## config.mk

```make
export PLATFORM = sky130hd
export DESIGN_NAME = pcs_synth
export DESIGN_NICKNAME = d
export VERILOG_FILES = /design/src/include/pcs_pkg.sv /design/src/hdl/pcs_synth.sv
export SDC_FILE = /design/constraint.sdc
export NUM_CORES = 2
export LEC_CHECK = 0
export ABC_AREA = 1
export BUFFER_PORTS_ARGS = -buffer_cell sky130_fd_sc_hd__buf_2
export CAP_MARGIN = 20
export CORE_ASPECT_RATIO = 1.25
export CORE_MARGIN = 8
export CORE_UTILIZATION = 35
export CTS_CLUSTER_SIZE = 28
export DETAILED_ROUTE_END_ITERATION = 10
export HOLD_SLACK_MARGIN = 0.12
export SYNTH_ARGS = -nofsm -noshare
export SYNTH_HDL_FRONTEND = slang
export SYNTH_SLANG_ARGS = --single-unit
```

## constraint.sdc

```tcl
create_clock -name pclk -period 16.8 [get_ports pclk]
set_input_delay 2.52 -clock pclk [delete_from_list [all_inputs] [get_ports pclk]]
set_output_delay 2.52 -clock pclk [all_outputs]
set_load 0.005 [all_outputs]
```

## src/include/pcs_pkg.sv

```systemverilog
package pcs_pkg;

   // ------------------------------------------------------------
   // register map (byte addresses, one word each)
   // ------------------------------------------------------------
   localparam int          ADDR_W          = 8;
   localparam logic [7:0]  OFF_CTRL        = 8'h00;
   localparam logic [7:0]  OFF_DIV         = 8'h04;
   localparam logic [7:0]  OFF_OUTDIV0     = 8'h08; // five words, 0x08..0x18
   localparam logic [7:0]  OFF_STATUS      = 8'h1c;
   localparam logic [7:0]  WORD_STEP       = 8'h04;

   // ------------------------------------------------------------
   // field positions
   // ------------------------------------------------------------
   localparam int          CTRL_EXTFB_BIT  = 0;
   localparam int          STAT_LOCK_BIT   = 0;
   localparam int          STAT_CFGERR_BIT = 1;
   localparam int          STAT_REFSEL_LSB = 4;
   localparam int          STAT_PERIOD_LSB = 16;

   // ------------------------------------------------------------
   // counter settings, packed as the divider register holds them
   // ------------------------------------------------------------
   typedef struct packed {
      logic [7:0] cfbk;   // feedback divider
      logic [7:0] o;      // post-divider
      logic [7:0] m;      // feedback multiplier
      logic [7:0] n;      // reference pre-divider
   } pcs_div_t;

   localparam pcs_div_t    DIV_RST     = 32'h01010101;
   localparam logic [7:0]  OUTDIV_RST  = 8'h01;
   localparam logic [23:0] MAX_PRODUCT = 24'h0000ff;

   // ------------------------------------------------------------
   // lock detector and timing
   // ------------------------------------------------------------
   localparam logic [2:0]  LOCK_TOL     = 3'h2; // pclk cycles of slack
   localparam logic [3:0]  LOCK_MATCHES = 4'h4; // aligned compares to lock
   localparam int          CLK_PERIOD_NS = 100;
   localparam int          RESET_MIN_NS  = 10;
   localparam int          RESET_MIN_CYC =
      ((RESET_MIN_NS + CLK_PERIOD_NS - 1) / CLK_PERIOD_NS < 1) ? 1 :
      (RESET_MIN_NS + CLK_PERIOD_NS - 1) / CLK_PERIOD_NS;

endpackage

```

## src/hdl/pcs_synth.sv

```systemverilog
// The placing of the registers and the APB slave port were left to the implementer.
`timescale 1ns/100ps
`default_nettype none

module pcs_synth #(
   parameter int N_REFS = 4,
   parameter int N_OUTS = 5,
   parameter int PER_W  = 16
) (
   input  wire logic                pclk,
   input  wire logic                presetn,
   input  wire logic                psel,
   input  wire logic                penable,
   input  wire logic                pwrite,
   input  wire logic [7:0]          paddr,
   input  wire logic [31:0]         pwdata,
   output var  logic [31:0]         prdata,
   output var  logic                pready,
   output var  logic                pslverr,
   input  wire logic [N_REFS-1:0]   reference_inputs,
   input  wire logic [1:0]          ref_source_select,
   input  wire logic                pll_reset_low,
   input  wire logic                external_feedback_in,
   input  wire logic [2:0]          phase_shift_value,
   input  wire logic [N_OUTS-1:0]   phase_output_mask,
   input  wire logic                phase_apply_strobe,
   output var  logic [N_OUTS-1:0]   synth_outputs,
   output var  logic                pll_locked
);

   // ------------------------------------------------------------
   // helpers
   // ------------------------------------------------------------
   // word index of an output divider register, or N_OUTS if none
   function automatic int outdiv_index(input logic [7:0] addr);
      int idx;
      idx = N_OUTS;
      for (int k = 0; k < N_OUTS; k++) begin
         if (addr == 8'(pcs_pkg::OFF_OUTDIV0 + 8'(k) * pcs_pkg::WORD_STEP)) begin
            idx = k;
         end
      end
      return idx;
   endfunction

   // shift difference wrapped into one output period of edge events
   function automatic logic [8:0] wrap_shift(input logic signed [4:0] d,
                                             input logic [8:0] per);
      logic signed [10:0] v;
      v = 11'(d);
      for (int k = 0; k < 4; k++) begin
         if (v < 0) begin
            v = v + 11'(per);
         end
      end
      for (int k = 0; k < 4; k++) begin
         if (v >= 11'(per)) begin
            v = v - 11'(per);
         end
      end
      return v[8:0];
   endfunction

   // ------------------------------------------------------------
   // registers and settings
   // ------------------------------------------------------------
   logic              extfb_reg;
   pcs_pkg::pcs_div_t div_reg;
   logic [7:0]        outdiv_reg [N_OUTS];
   logic              cfg_wr_reg;
   logic [23:0]       product;
   logic              cfg_err;
   logic              wr_en;
   logic              rd_setup;
   logic              mapped;
   int                wr_idx;
   logic [31:0]       rd_value;
   logic [PER_W-1:0]  period_reg;

   assign product = 24'(div_reg.m) * 24'(div_reg.o) * 24'(div_reg.cfbk);
   // zero counts or an oversized loop product keep the loop idle
   assign cfg_err = (product > pcs_pkg::MAX_PRODUCT) || (div_reg.n == 8'h00) ||
                    (product == 24'h000000);
   assign wr_en    = psel && penable && pwrite;
   assign rd_setup = psel && !penable && !pwrite;
   assign wr_idx   = outdiv_index(paddr);
   assign mapped   = (paddr == pcs_pkg::OFF_CTRL) || (paddr == pcs_pkg::OFF_DIV) ||
                     (paddr == pcs_pkg::OFF_STATUS) || (wr_idx < N_OUTS);
   assign pready   = 1'b1;  // zero-wait slave
   assign pslverr  = psel && penable && !mapped;

   // control and divider writes
   always_ff @(posedge pclk or negedge presetn) begin
      if (!presetn) begin
         extfb_reg  <= 1'b0;
         div_reg    <= pcs_pkg::DIV_RST;
         cfg_wr_reg <= 1'b0;
      end else begin
         cfg_wr_reg <= wr_en && mapped && (paddr != pcs_pkg::OFF_STATUS);
         if (wr_en && paddr == pcs_pkg::OFF_CTRL) begin
            extfb_reg <= pwdata[pcs_pkg::CTRL_EXTFB_BIT];
         end
         if (wr_en && paddr == pcs_pkg::OFF_DIV) begin
            div_reg <= pcs_pkg::pcs_div_t'(pwdata);
         end
      end
   end

   // per-output divider writes
   always_ff @(posedge pclk or negedge presetn) begin
      if (!presetn) begin
         for (int k = 0; k < N_OUTS; k++) begin
            outdiv_reg[k] <= pcs_pkg::OUTDIV_RST;
         end
      end else if (wr_en && wr_idx < N_OUTS) begin
         outdiv_reg[wr_idx] <= pwdata[7:0];
      end
   end

   // read mux and read data register, loaded in the setup cycle
   always_comb begin
      rd_value = 32'h00000000;
      if (paddr == pcs_pkg::OFF_CTRL) begin
         rd_value[pcs_pkg::CTRL_EXTFB_BIT] = extfb_reg;
      end else if (paddr == pcs_pkg::OFF_DIV) begin
         rd_value = 32'(div_reg);
      end else if (paddr == pcs_pkg::OFF_STATUS) begin
         rd_value[pcs_pkg::STAT_LOCK_BIT]   = pll_locked;
         rd_value[pcs_pkg::STAT_CFGERR_BIT] = cfg_err;
         rd_value[pcs_pkg::STAT_REFSEL_LSB +: 2] = ref_source_select;
         rd_value[pcs_pkg::STAT_PERIOD_LSB +: 16] = 16'(period_reg);
      end else if (wr_idx < N_OUTS) begin
         rd_value[7:0] = outdiv_reg[wr_idx];
      end
   end

   always_ff @(posedge pclk or negedge presetn) begin
      if (!presetn) begin
         prdata <= 32'h00000000;
      end else if (rd_setup) begin
         prdata <= rd_value;
      end
   end

   // ------------------------------------------------------------
   // reference selection and hold
   // ------------------------------------------------------------
   logic        sel_ref;
   logic        ref_prev_reg;
   logic        ext_prev_reg;
   logic [1:0]  sel_reg;
   logic        hold;

   assign sel_ref = reference_inputs[ref_source_select];
   // a select change or a new setting restarts acquisition, covering a
   // fabric that forgets to hold reset around the switch
   assign hold = !pll_reset_low || cfg_err || cfg_wr_reg ||
                 (ref_source_select != sel_reg);

   always_ff @(posedge pclk or negedge presetn) begin
      if (!presetn) begin
         ref_prev_reg <= 1'b0;
         ext_prev_reg <= 1'b0;
         sel_reg      <= 2'h0;
      end else begin
         ref_prev_reg <= sel_ref;
         ext_prev_reg <= external_feedback_in;
         sel_reg      <= ref_source_select;
      end
   end

   // ------------------------------------------------------------
   // pre-divider and period measurement (edge events = 2x freq)
   // ------------------------------------------------------------
   logic              ref_evt;
   logic              pfd_ref;
   logic [7:0]        pre_cnt_reg;
   logic [PER_W-1:0]  per_cnt_reg;
   logic              per_valid_reg;

   assign ref_evt = sel_ref ^ ref_prev_reg;
   assign pfd_ref = ref_evt && (pre_cnt_reg == div_reg.n - 8'h01);

   always_ff @(posedge pclk or negedge presetn) begin
      if (!presetn) begin
         pre_cnt_reg   <= 8'h00;
         per_cnt_reg   <= '0;
         period_reg    <= '0;
         per_valid_reg <= 1'b0;
      end else if (hold) begin
         pre_cnt_reg   <= 8'h00;
         per_cnt_reg   <= '0;
         per_valid_reg <= 1'b0;
      end else begin
         if (ref_evt) begin
            pre_cnt_reg <= pfd_ref ? 8'h00 : pre_cnt_reg + 8'h01;
         end
         if (pfd_ref) begin
            per_cnt_reg   <= '0;
            period_reg    <= per_cnt_reg + 1'b1;
            per_valid_reg <= 1'b1;
         end else if (per_cnt_reg != '1) begin
            per_cnt_reg <= per_cnt_reg + 1'b1;
         end
      end
   end

   // ------------------------------------------------------------
   // oscillator: product events per detector period
   // ------------------------------------------------------------
   logic [PER_W:0]    acc_reg;
   logic [PER_W:0]    acc_sum;
   logic              vco_tick;
   logic              aligned_reg;

   assign acc_sum  = acc_reg + (PER_W+1)'(product);
   assign vco_tick = per_valid_reg && aligned_reg &&
                     (acc_sum >= {1'b0, period_reg});

   always_ff @(posedge pclk or negedge presetn) begin
      if (!presetn) begin
         acc_reg     <= '0;
         aligned_reg <= 1'b0;
      end else if (hold || !per_valid_reg) begin
         acc_reg     <= '0;
         aligned_reg <= 1'b0;
      end else if (!aligned_reg) begin
         // first detector event after measuring sets the phase origin
         aligned_reg <= pfd_ref;
         acc_reg     <= '0;
      end else if (vco_tick) begin
         acc_reg <= acc_sum - {1'b0, period_reg};
      end else begin
         acc_reg <= acc_sum;
      end
   end

   // ------------------------------------------------------------
   // feedback divider, internal or external path
   // ------------------------------------------------------------
   logic [23:0]  fb_cnt_reg;
   logic [23:0]  fb_div;
   logic         fb_evt;
   logic         fb_pulse;

   assign fb_div   = extfb_reg ? 24'(div_reg.m) : product;
   assign fb_evt   = extfb_reg ? (external_feedback_in ^ ext_prev_reg) : vco_tick;
   assign fb_pulse = aligned_reg && fb_evt && (fb_cnt_reg == fb_div - 24'h000001);

   always_ff @(posedge pclk or negedge presetn) begin
      if (!presetn) begin
         fb_cnt_reg <= 24'h000000;
      end else if (hold || !aligned_reg) begin
         fb_cnt_reg <= 24'h000000;
      end else if (fb_evt) begin
         fb_cnt_reg <= fb_pulse ? 24'h000000 : fb_cnt_reg + 24'h000001;
      end
   end

   // ------------------------------------------------------------
   // lock detector: both pulses inside a small window
   // ------------------------------------------------------------
   logic [2:0]  ref_win_reg;
   logic [2:0]  fb_win_reg;
   logic [3:0]  match_reg;
   logic        good;
   logic        bad;

   assign good = (pfd_ref && fb_pulse) || (pfd_ref && fb_win_reg != 3'h0) ||
                 (fb_pulse && ref_win_reg != 3'h0);
   assign bad  = !good && aligned_reg &&
                 ((ref_win_reg == 3'h1) || (fb_win_reg == 3'h1));

   always_ff @(posedge pclk or negedge presetn) begin
      if (!presetn) begin
         ref_win_reg <= 3'h0;
         fb_win_reg  <= 3'h0;
      end else if (hold || good || !aligned_reg) begin
         ref_win_reg <= 3'h0;
         fb_win_reg  <= 3'h0;
      end else begin
         if (pfd_ref) begin
            ref_win_reg <= pcs_pkg::LOCK_TOL;
         end else if (ref_win_reg != 3'h0) begin
            ref_win_reg <= ref_win_reg - 3'h1;
         end
         if (fb_pulse) begin
            fb_win_reg <= pcs_pkg::LOCK_TOL;
         end else if (fb_win_reg != 3'h0) begin
            fb_win_reg <= fb_win_reg - 3'h1;
         end
      end
   end

   // lock flag: set after enough matches, dropped on any miss
   always_ff @(posedge pclk or negedge presetn) begin
      if (!presetn) begin
         match_reg  <= 4'h0;
         pll_locked <= 1'b0;
      end else if (hold || bad) begin
         match_reg  <= 4'h0;
         pll_locked <= 1'b0;
      end else begin
         if (good && match_reg != pcs_pkg::LOCK_MATCHES) begin
            match_reg <= match_reg + 4'h1;
         end
         pll_locked <= (match_reg == pcs_pkg::LOCK_MATCHES);
      end
   end

   // ------------------------------------------------------------
   // post-divider and output dividers with phase shift
   // ------------------------------------------------------------
   logic [7:0]  post_cnt_reg;
   logic        pll_tick;

   assign pll_tick = vco_tick && (post_cnt_reg == div_reg.o - 8'h01);

   always_ff @(posedge pclk or negedge presetn) begin
      if (!presetn) begin
         post_cnt_reg <= 8'h00;
      end else if (hold || !aligned_reg) begin
         post_cnt_reg <= 8'h00;
      end else if (vco_tick) begin
         post_cnt_reg <= pll_tick ? 8'h00 : post_cnt_reg + 8'h01;
      end
   end

   generate
      for (genvar g = 0; g < N_OUTS; g++) begin : g_out
         logic [7:0]  cnt_reg;
         logic [2:0]  shift_reg;
         logic [8:0]  delay_reg;
         logic [8:0]  out_per;

         assign out_per = {outdiv_reg[g], 1'b0};

         // applied shift per output, latched on the strobe
         always_ff @(posedge pclk or negedge presetn) begin
            if (!presetn) begin
               shift_reg <= 3'h0;
            end else if (phase_apply_strobe && phase_output_mask[g]) begin
               shift_reg <= phase_shift_value;
            end
         end

         // each pending half-cycle stalls the output counter one event
         always_ff @(posedge pclk or negedge presetn) begin
            if (!presetn) begin
               cnt_reg          <= 8'h00;
               delay_reg        <= 9'h000;
               synth_outputs[g] <= 1'b0;
            end else if (hold || !aligned_reg) begin
               cnt_reg          <= 8'h00;
               delay_reg        <= 9'(shift_reg);
               synth_outputs[g] <= 1'b0;
            end else begin
               // a strobe landing on a tick must not swallow that tick
               if (phase_apply_strobe && phase_output_mask[g]) begin
                  delay_reg <= delay_reg + wrap_shift(
                     5'(phase_shift_value) - 5'(shift_reg), out_per) -
                     9'(pll_tick && delay_reg != 9'h000);
               end else if (pll_tick && delay_reg != 9'h000) begin
                  delay_reg <= delay_reg - 9'h001;
               end
               if (pll_tick && delay_reg == 9'h000) begin
                  if (cnt_reg == outdiv_reg[g] - 8'h01) begin
                     cnt_reg          <= 8'h00;
                     synth_outputs[g] <= !synth_outputs[g];
                  end else begin
                     cnt_reg <= cnt_reg + 8'h01;
                  end
               end
            end
         end
      end
   endgenerate

endmodule

`default_nettype wire

```

# After elaboration in Yosys (flattened, before gate mapping)

Cells that the tools add are included.

Register bits after elaboration: 317
Logic and storage cells: 532
Input bits: 62

Order comparisons: 46
Eq/ne operators: 22
Add/subtract/negate cells: 82
Bitwise operators: 4
Multiply operators: 2
Reductions and logical operators: 110
Multiplexer cells: 219

Operators by type and width:

| kind                                                                           | count |
|---|---|
| 11-bit two-way mux                                                             | 105 |
| 9-bit two-way mux                                                              | 30 |
| 11-bit by 9-bit greater-or-equal comparator with 1-bit output                  | 20 |
| 8-bit two-way mux                                                              | 27 |
| 11-bit by 9-bit adder with 11-bit output                                       | 15 |
| 11-bit by 1-bit less-than comparator with 1-bit output (second input constant) | 15 |
| 11-bit by 9-bit subtractor with 11-bit output                                  | 15 |
| 24-bit two-way mux                                                             | 4 |
| 16-bit two-way mux                                                             | 5 |
| 8-bit by 1-bit adder with 8-bit output (second input constant)                 | 7 |
| 8-bit equality test                                                            | 7 |
| 8-bit by 1-bit subtractor with 8-bit output (second input constant)            | 7 |
| 4-bit by 10-bit adder with 11-bit output                                       | 5 |
| 17-bit two-way mux                                                             | 3 |
| 9-bit adder                                                                    | 5 |
| 9-bit logical NOT                                                              | 5 |
| 9-bit nonzero test                                                             | 5 |
| 9-bit by 1-bit subtractor with 9-bit output                                    | 5 |
| 9-bit by 1-bit subtractor with 9-bit output (second input constant)            | 5 |
| 9-bit subtractor                                                               | 5 |
| 40-bit bitwise mux                                                             | 1 |
| 1-bit logical AND                                                              | 38 |
| 3-bit two-way mux                                                              | 11 |
| 8-bit by 5-bit equality test with 1-bit output (second input constant)         | 4 |
| other kinds (43)                                                               | 136 |

# Logic depth before layout (Yosys ltp)

Word-level depth: 42
Mapped depth: 108

# Worst setup path after synthesis

OpenSTA, ideal clock, no wires.

Path type: input to register
From: in phase_shift_value[0]
To: reg g_out[4].delay_reg[8]
Path slack: 0.428 ns
Arrival time: 16.255 ns
Stages on the path: 99
Path buffers: 5
Cells stage by stage: inv_1 ha_1 inv_1 fa_1 xnor2_1 inv_1 ha_1 nand2_1 inv_1 nand2_1 nand2_1 nand3_1 nand2_1 nand2_1 and3_1 clkbuf_1 inv_2 clkbuf_1 (+63 left out) o21ai_1 ha_1 fa_1 o31ai_1 inv_1 nor2_1 nor2_1 o21ai_0 inv_1 nor2_1 nor2_1 o21bai_1 xnor2_1 inv_1 nand2_1 nand3_1 nand2_1 nand2_1

Cells in the longest elaborated chain, start to end: 37
Elaborated cells between the ends (all ways): 45

Ends and longest elaborated chain:

| element                                                                                                                   | line                             | source |
|---|---|---|
| start: declaration                                                                                                        | pcs_synth.sv:24                  | `input wire logic [2:0] phase_shift_value,` |
| 3-bit by 3-bit subtractor with 4-bit output (*)                                                                           | pcs_synth.sv:361                 | `5'(phase_shift_value) - 5'(shift_reg), out_per) -` |
| 4-bit by 10-bit adder with 11-bit output / 4-bit by 1-bit less-than comparator with 1-bit output (equally long branches)  | pcs_synth.sv:53, pcs_synth.sv:52 |  |
| 11-bit two-way mux (*)                                                                                                    | pcs_synth.sv:52                  | `if (v < 0) begin` |
| 11-bit two-way mux (*)                                                                                                    | pcs_synth.sv:359                 | `if (phase_apply_strobe && phase_output_mask[g]) begin` |
| 11-bit two-way mux (*)                                                                                                    | pcs_synth.sv:353                 | `end else if (hold \|\| !aligned_reg) begin` |
| 11-bit by 9-bit adder with 11-bit output / 11-bit by 1-bit less-than comparator with 1-bit output (equally long branches) | pcs_synth.sv:53, pcs_synth.sv:52 |  |
| 11-bit two-way mux (*)                                                                                                    | pcs_synth.sv:52                  |  |
| 11-bit two-way mux (*)                                                                                                    | pcs_synth.sv:359                 |  |
| (+21 left out)                                                                                                            | --                               |  |
| 9-bit subtractor / 11-bit by 9-bit greater-or-equal comparator with 1-bit output (equally long branches)                  | pcs_synth.sv:58, pcs_synth.sv:57 |  |
| 9-bit two-way mux (*)                                                                                                     | pcs_synth.sv:57                  | `if (v >= 11'(per)) begin` |
| 9-bit two-way mux (*)                                                                                                     | pcs_synth.sv:359                 |  |
| 9-bit two-way mux (*)                                                                                                     | pcs_synth.sv:353                 |  |
| 9-bit adder (*)                                                                                                           | pcs_synth.sv:360                 | `delay_reg <= delay_reg + wrap_shift(` |
| 9-bit by 1-bit subtractor with 9-bit output (*)                                                                           | pcs_synth.sv:361                 |  |
| 9-bit two-way mux (*)                                                                                                     | pcs_synth.sv:359                 |  |
| 9-bit two-way mux (*)                                                                                                     | pcs_synth.sv:353                 |  |
| end signal: assignment                                                                                                    | pcs_synth.sv:355                 | `delay_reg <= 9'(shift_reg);` |
| end signal: assignment                                                                                                    | pcs_synth.sv:360                 |  |
| end signal: assignment                                                                                                    | pcs_synth.sv:364                 | `delay_reg <= delay_reg - 9'h001;` |
| end: declaration                                                                                                          | pcs_synth.sv:333                 | `logic [8:0] delay_reg;` |

Mark *: on every way between the ends. The rest lies on a longest branch, timed or not. The select of a mux whose other input is x is not followed.
A chain may end at the register's enable or synchronous reset.

# Worst setup path after layout

From: in phase_shift_value[0]
To: reg g_out[1].delay_reg[8]

Cells in the longest elaborated chain, start to end: 37
Elaborated cells between the ends (all ways): 45

Ends and longest elaborated chain:

| element                                                                                                                   | line |
|---|---|
| 3-bit by 3-bit subtractor with 4-bit output (*)                                                                           | pcs_synth.sv:361 |
| 4-bit by 10-bit adder with 11-bit output / 4-bit by 1-bit less-than comparator with 1-bit output (equally long branches)  | pcs_synth.sv:53, pcs_synth.sv:52 |
| 11-bit two-way mux (*)                                                                                                    | pcs_synth.sv:52 |
| 11-bit two-way mux (*)                                                                                                    | pcs_synth.sv:359 |
| 11-bit two-way mux (*)                                                                                                    | pcs_synth.sv:353 |
| 11-bit by 9-bit adder with 11-bit output / 11-bit by 1-bit less-than comparator with 1-bit output (equally long branches) | pcs_synth.sv:53, pcs_synth.sv:52 |
| 11-bit two-way mux (*)                                                                                                    | pcs_synth.sv:52 |
| 11-bit two-way mux (*)                                                                                                    | pcs_synth.sv:359 |
| (+21 left out)                                                                                                            | -- |
| 9-bit subtractor / 11-bit by 9-bit greater-or-equal comparator with 1-bit output (equally long branches)                  | pcs_synth.sv:58, pcs_synth.sv:57 |
| 9-bit two-way mux (*)                                                                                                     | pcs_synth.sv:57 |
| 9-bit two-way mux (*)                                                                                                     | pcs_synth.sv:359 |
| 9-bit two-way mux (*)                                                                                                     | pcs_synth.sv:353 |
| 9-bit adder (*)                                                                                                           | pcs_synth.sv:360 |
| 9-bit by 1-bit subtractor with 9-bit output (*)                                                                           | pcs_synth.sv:361 |
| 9-bit two-way mux (*)                                                                                                     | pcs_synth.sv:359 |
| 9-bit two-way mux (*)                                                                                                     | pcs_synth.sv:353 |
| end signal: assignment                                                                                                    | pcs_synth.sv:355 |
| end signal: assignment                                                                                                    | pcs_synth.sv:360 |
| end signal: assignment                                                                                                    | pcs_synth.sv:364 |
| end: declaration                                                                                                          | pcs_synth.sv:333 |

Marked as above.

==> impl_metrics.yaml <==
status:
  outcome: "finished, final reports clean"
drt:
  detail-route-antenna-nets: 0
  wl_per_cell_um: 15.1
  vias_per_cell: 5.00
  wirelength_um: 140000
  drc_errors: 0
  vias: 46528
  dr.pass1.iters: 6
  drt_iter0_markers: 2286
critical_path:
  crit_required_ns: 17.28
  cpMaxStageDelayCell: "fa_1"
  cp-end-kind: "flop"
  worst_setup_path_start_kind: "primary input"
  crit_arrival_ns: 16.32
  cp_common_cell: "nand2_1"
  r2r_start: "g_out[2].shift_reg[0]"
  slowest_delay_ns: 0.41
  reg2reg_to: "g_out[2].delay_reg[8]"
  cp_max_fo: 8
  criticalPathCategory: "primary input to flop"
  r2r_slack_ns: 2.75
  worstRegToRegCells: 101
timing:
  relSlewSlack_pct: 35.8
  finalHoldViolCount: 0
  period_needed_ns: 15.84
  tightest_slew_ns: 0.963
  finClkSkew_ns: 0.0386
  setup_viol: 0
  maxSlewViolCount: 0
  rsz0062_at_grt: "yes"
  finalCritPeriodShare_pct: 94.3
  max_freq_mhz: 63.1
  fin_setup_tns_ns: 0
worst_hold_path:
  hp-class: "flop to flop"
  hold_path_end: "ref_win_reg[2]"
  min_path_cells: 1
  min_from: "ref_win_reg[2]"
placed_design:
  dpl.hpwl_um: 113000
  routabilityCongestion: 0.931
  numPortBuffers: 100
layout:
  syn_to_final_growth_pct: 18.1
  finalNetCount: 8299
  largest_reg_flops: 45
  n_antenna_cell: 0
  drive_gt1_share_pct: 15.5
  regArea_um2: 7940
  post-route-util_pct: 41.7
  fillers: 13957
  multi_input_area_um2: 35000
job:
  cap_violations: 0
yosys:
  ys_types: 75
  synth_compound_area_share_pct: 14.8
  syn_inst: 6984
  synth_nets: 7765
  seq_area_frac_synth_pct: 16.8
  ys.warnings.count: 0
  synth_area_um2: 47200
  synth_most_common_cell: "nand2_1"
  synth_adder_area_share_pct: 21.8
  muxShareOfSynthArea_pct: 0.451
  synth-main-ff-cell: "dfrtp_1"
  synth_top_area_share_pct: 16.3
  syn-mean-instance-area_um2: 6.76
  async_reset_ff_share_pct: 100
  ys_ff_latch: 317
  synth_area_leaders: "dfrtp_1 16%, ha_1 14%, nand2_1 12%"
  synth_area_leader_cell: "dfrtp_1"
  synth_top_family_by_area: "simple AND/OR/NAND/NOR gates"
  synthTopCellsByCount: "1,565 x nand2_1, 1,150 x inv_1, 557 x nor2_1, 547 x ha_1, 484 x o21ai_0"
  yosys.area_share.simple_pct: 27.2
  synthXorXnorAreaFrac_pct: 7.92
  synth_edf_count: 0
clocking:
  clk_pin_slew_worst_paths_ns: 0.06
  cts_tree: "built"
  cts.sinks: 317
  clk-insertion-delay-late_ns: 0.61
  root_buffer: "clkbuf_16"
  clockBufferDepth: 3
  htree_levels: 2
  numCtsBuffers: 41
floorplan:
  die_h_um: 427
  core_area_um2: 134000
  die_x_um: 344
  dieArea_um2: 147000
  num_io_pins: 102
  initial_core_util_pct: 35.3
  row_count: 150
grt:
  overflow: 0
  globalRouteMet3Util_pct: 2.01
  grt_use_met1_pct: 22.5
  antenna_found_initial: 2
  grtUsageMet2_pct: 33.9
  grt_pass1_vias: 45699
  grt_max_degree: 73
  top_usage_layer: "met2"
  grt_pass1_wl_um: 226000
  grt_use_total_pct: 18.5
cell usage in the layout (no fill, tap or decap), types with 100 or more instances in the layout:
cell     netlist  layout
nand3_1      327     324
o21ai_1       65     138
o21ai_0      484     369
nand4_1      102     102
xnor2_1      149     143
xor2_1       276     275
a21oi_1      392     349
buf_4          6     518
nor2_1       557     544
ha_1         547     532
nor3_1       115     100
inv_1       1150    1146
dfrtp_1      308     308
nand2_1     1565    1551
fa_1         172     161
critical path: cells and delay by family:
family	cells	cell delay, ns
buffers and inverters	21	1.81
adders and majority gates	14	3.98
and+or+nand+nor	41	4.15
muxes	1	0.22
AOI/OAI and AO/OA	18	2.96
xor gates and xnor gates	4	0.64
stage by stage:
stage / cells / instance area (um^2) / worst slack (ns) / hold WS, ns
after global placement: 9174 / 52900 / -0.658 / 0.464
after detailed placement: 9174 / 52900 / -0.911 / 0.465
after floorplan: 6984 / 47200 / 0.428 / 0.441
after global routing: 9298 / 55700 / -0.111 / 0.493
final: 9298 / 55700 / 0.958 / 0.477
after CTS: 9249 / 54400 / 0.0370 / 0.480
metal layers:
metal	part of all wire, %	wire, um
met4	3.5	4960
met5	0.010	14
met2	49	69100
met1	43	60300
met3	4.1	5790
worst max path at each step:
stage          cells past startpoint  slack [ns]                     to            startpoint
4_1_cts                           94        0.04  g_out[1].delay_reg[8]  phase_shift_value[0]
5_1_grt                           97       -0.11  g_out[4].delay_reg[8]  phase_shift_value[0]
3_5_place_dp                      92       -0.91  g_out[1].delay_reg[8]  phase_shift_value[0]
3_3_place_gp                      90       -0.66  g_out[1].delay_reg[8]  phase_shift_value[0]
2_1_floorplan                     99        0.43  g_out[4].delay_reg[8]  phase_shift_value[0]
6_report                          99        0.96  g_out[1].delay_reg[8]  phase_shift_value[0]
cell type report:
type                       count  share of cell area (%)
multi-input combinational   5324                    62.8
clock inverter                19                   0.489
timing repair inverter         1                  0.0135
sequential                   317                    14.2
tap                         1748                    3.92
timing repair buffer         634                    8.34
inverter                    1199                    8.10
clock buffer                  56                    2.12
kinds of logic after synthesis:
group / Yosys count
adders and majority gates: 719
xor gates and xnor gates: 426
DFF: 317
AOI/OAI and AO/OA: 1230
other: 1
buffers and inverters: 1345
and+or+nand+nor: 2925
muxes: 21
timing repair:
action	CTS	global route
gates cloned	0	4
endpoints found under the hold margin	0	0
buffers inserted	0	43
hold buffers	0	0
resized for setup	7	333
setup endpoints to repair	1	36
pin swaps	0	92
Power is left out: the tool's default activity adds up to more than one toggle a clock period on the data nets, which glitch-free logic cannot reach.
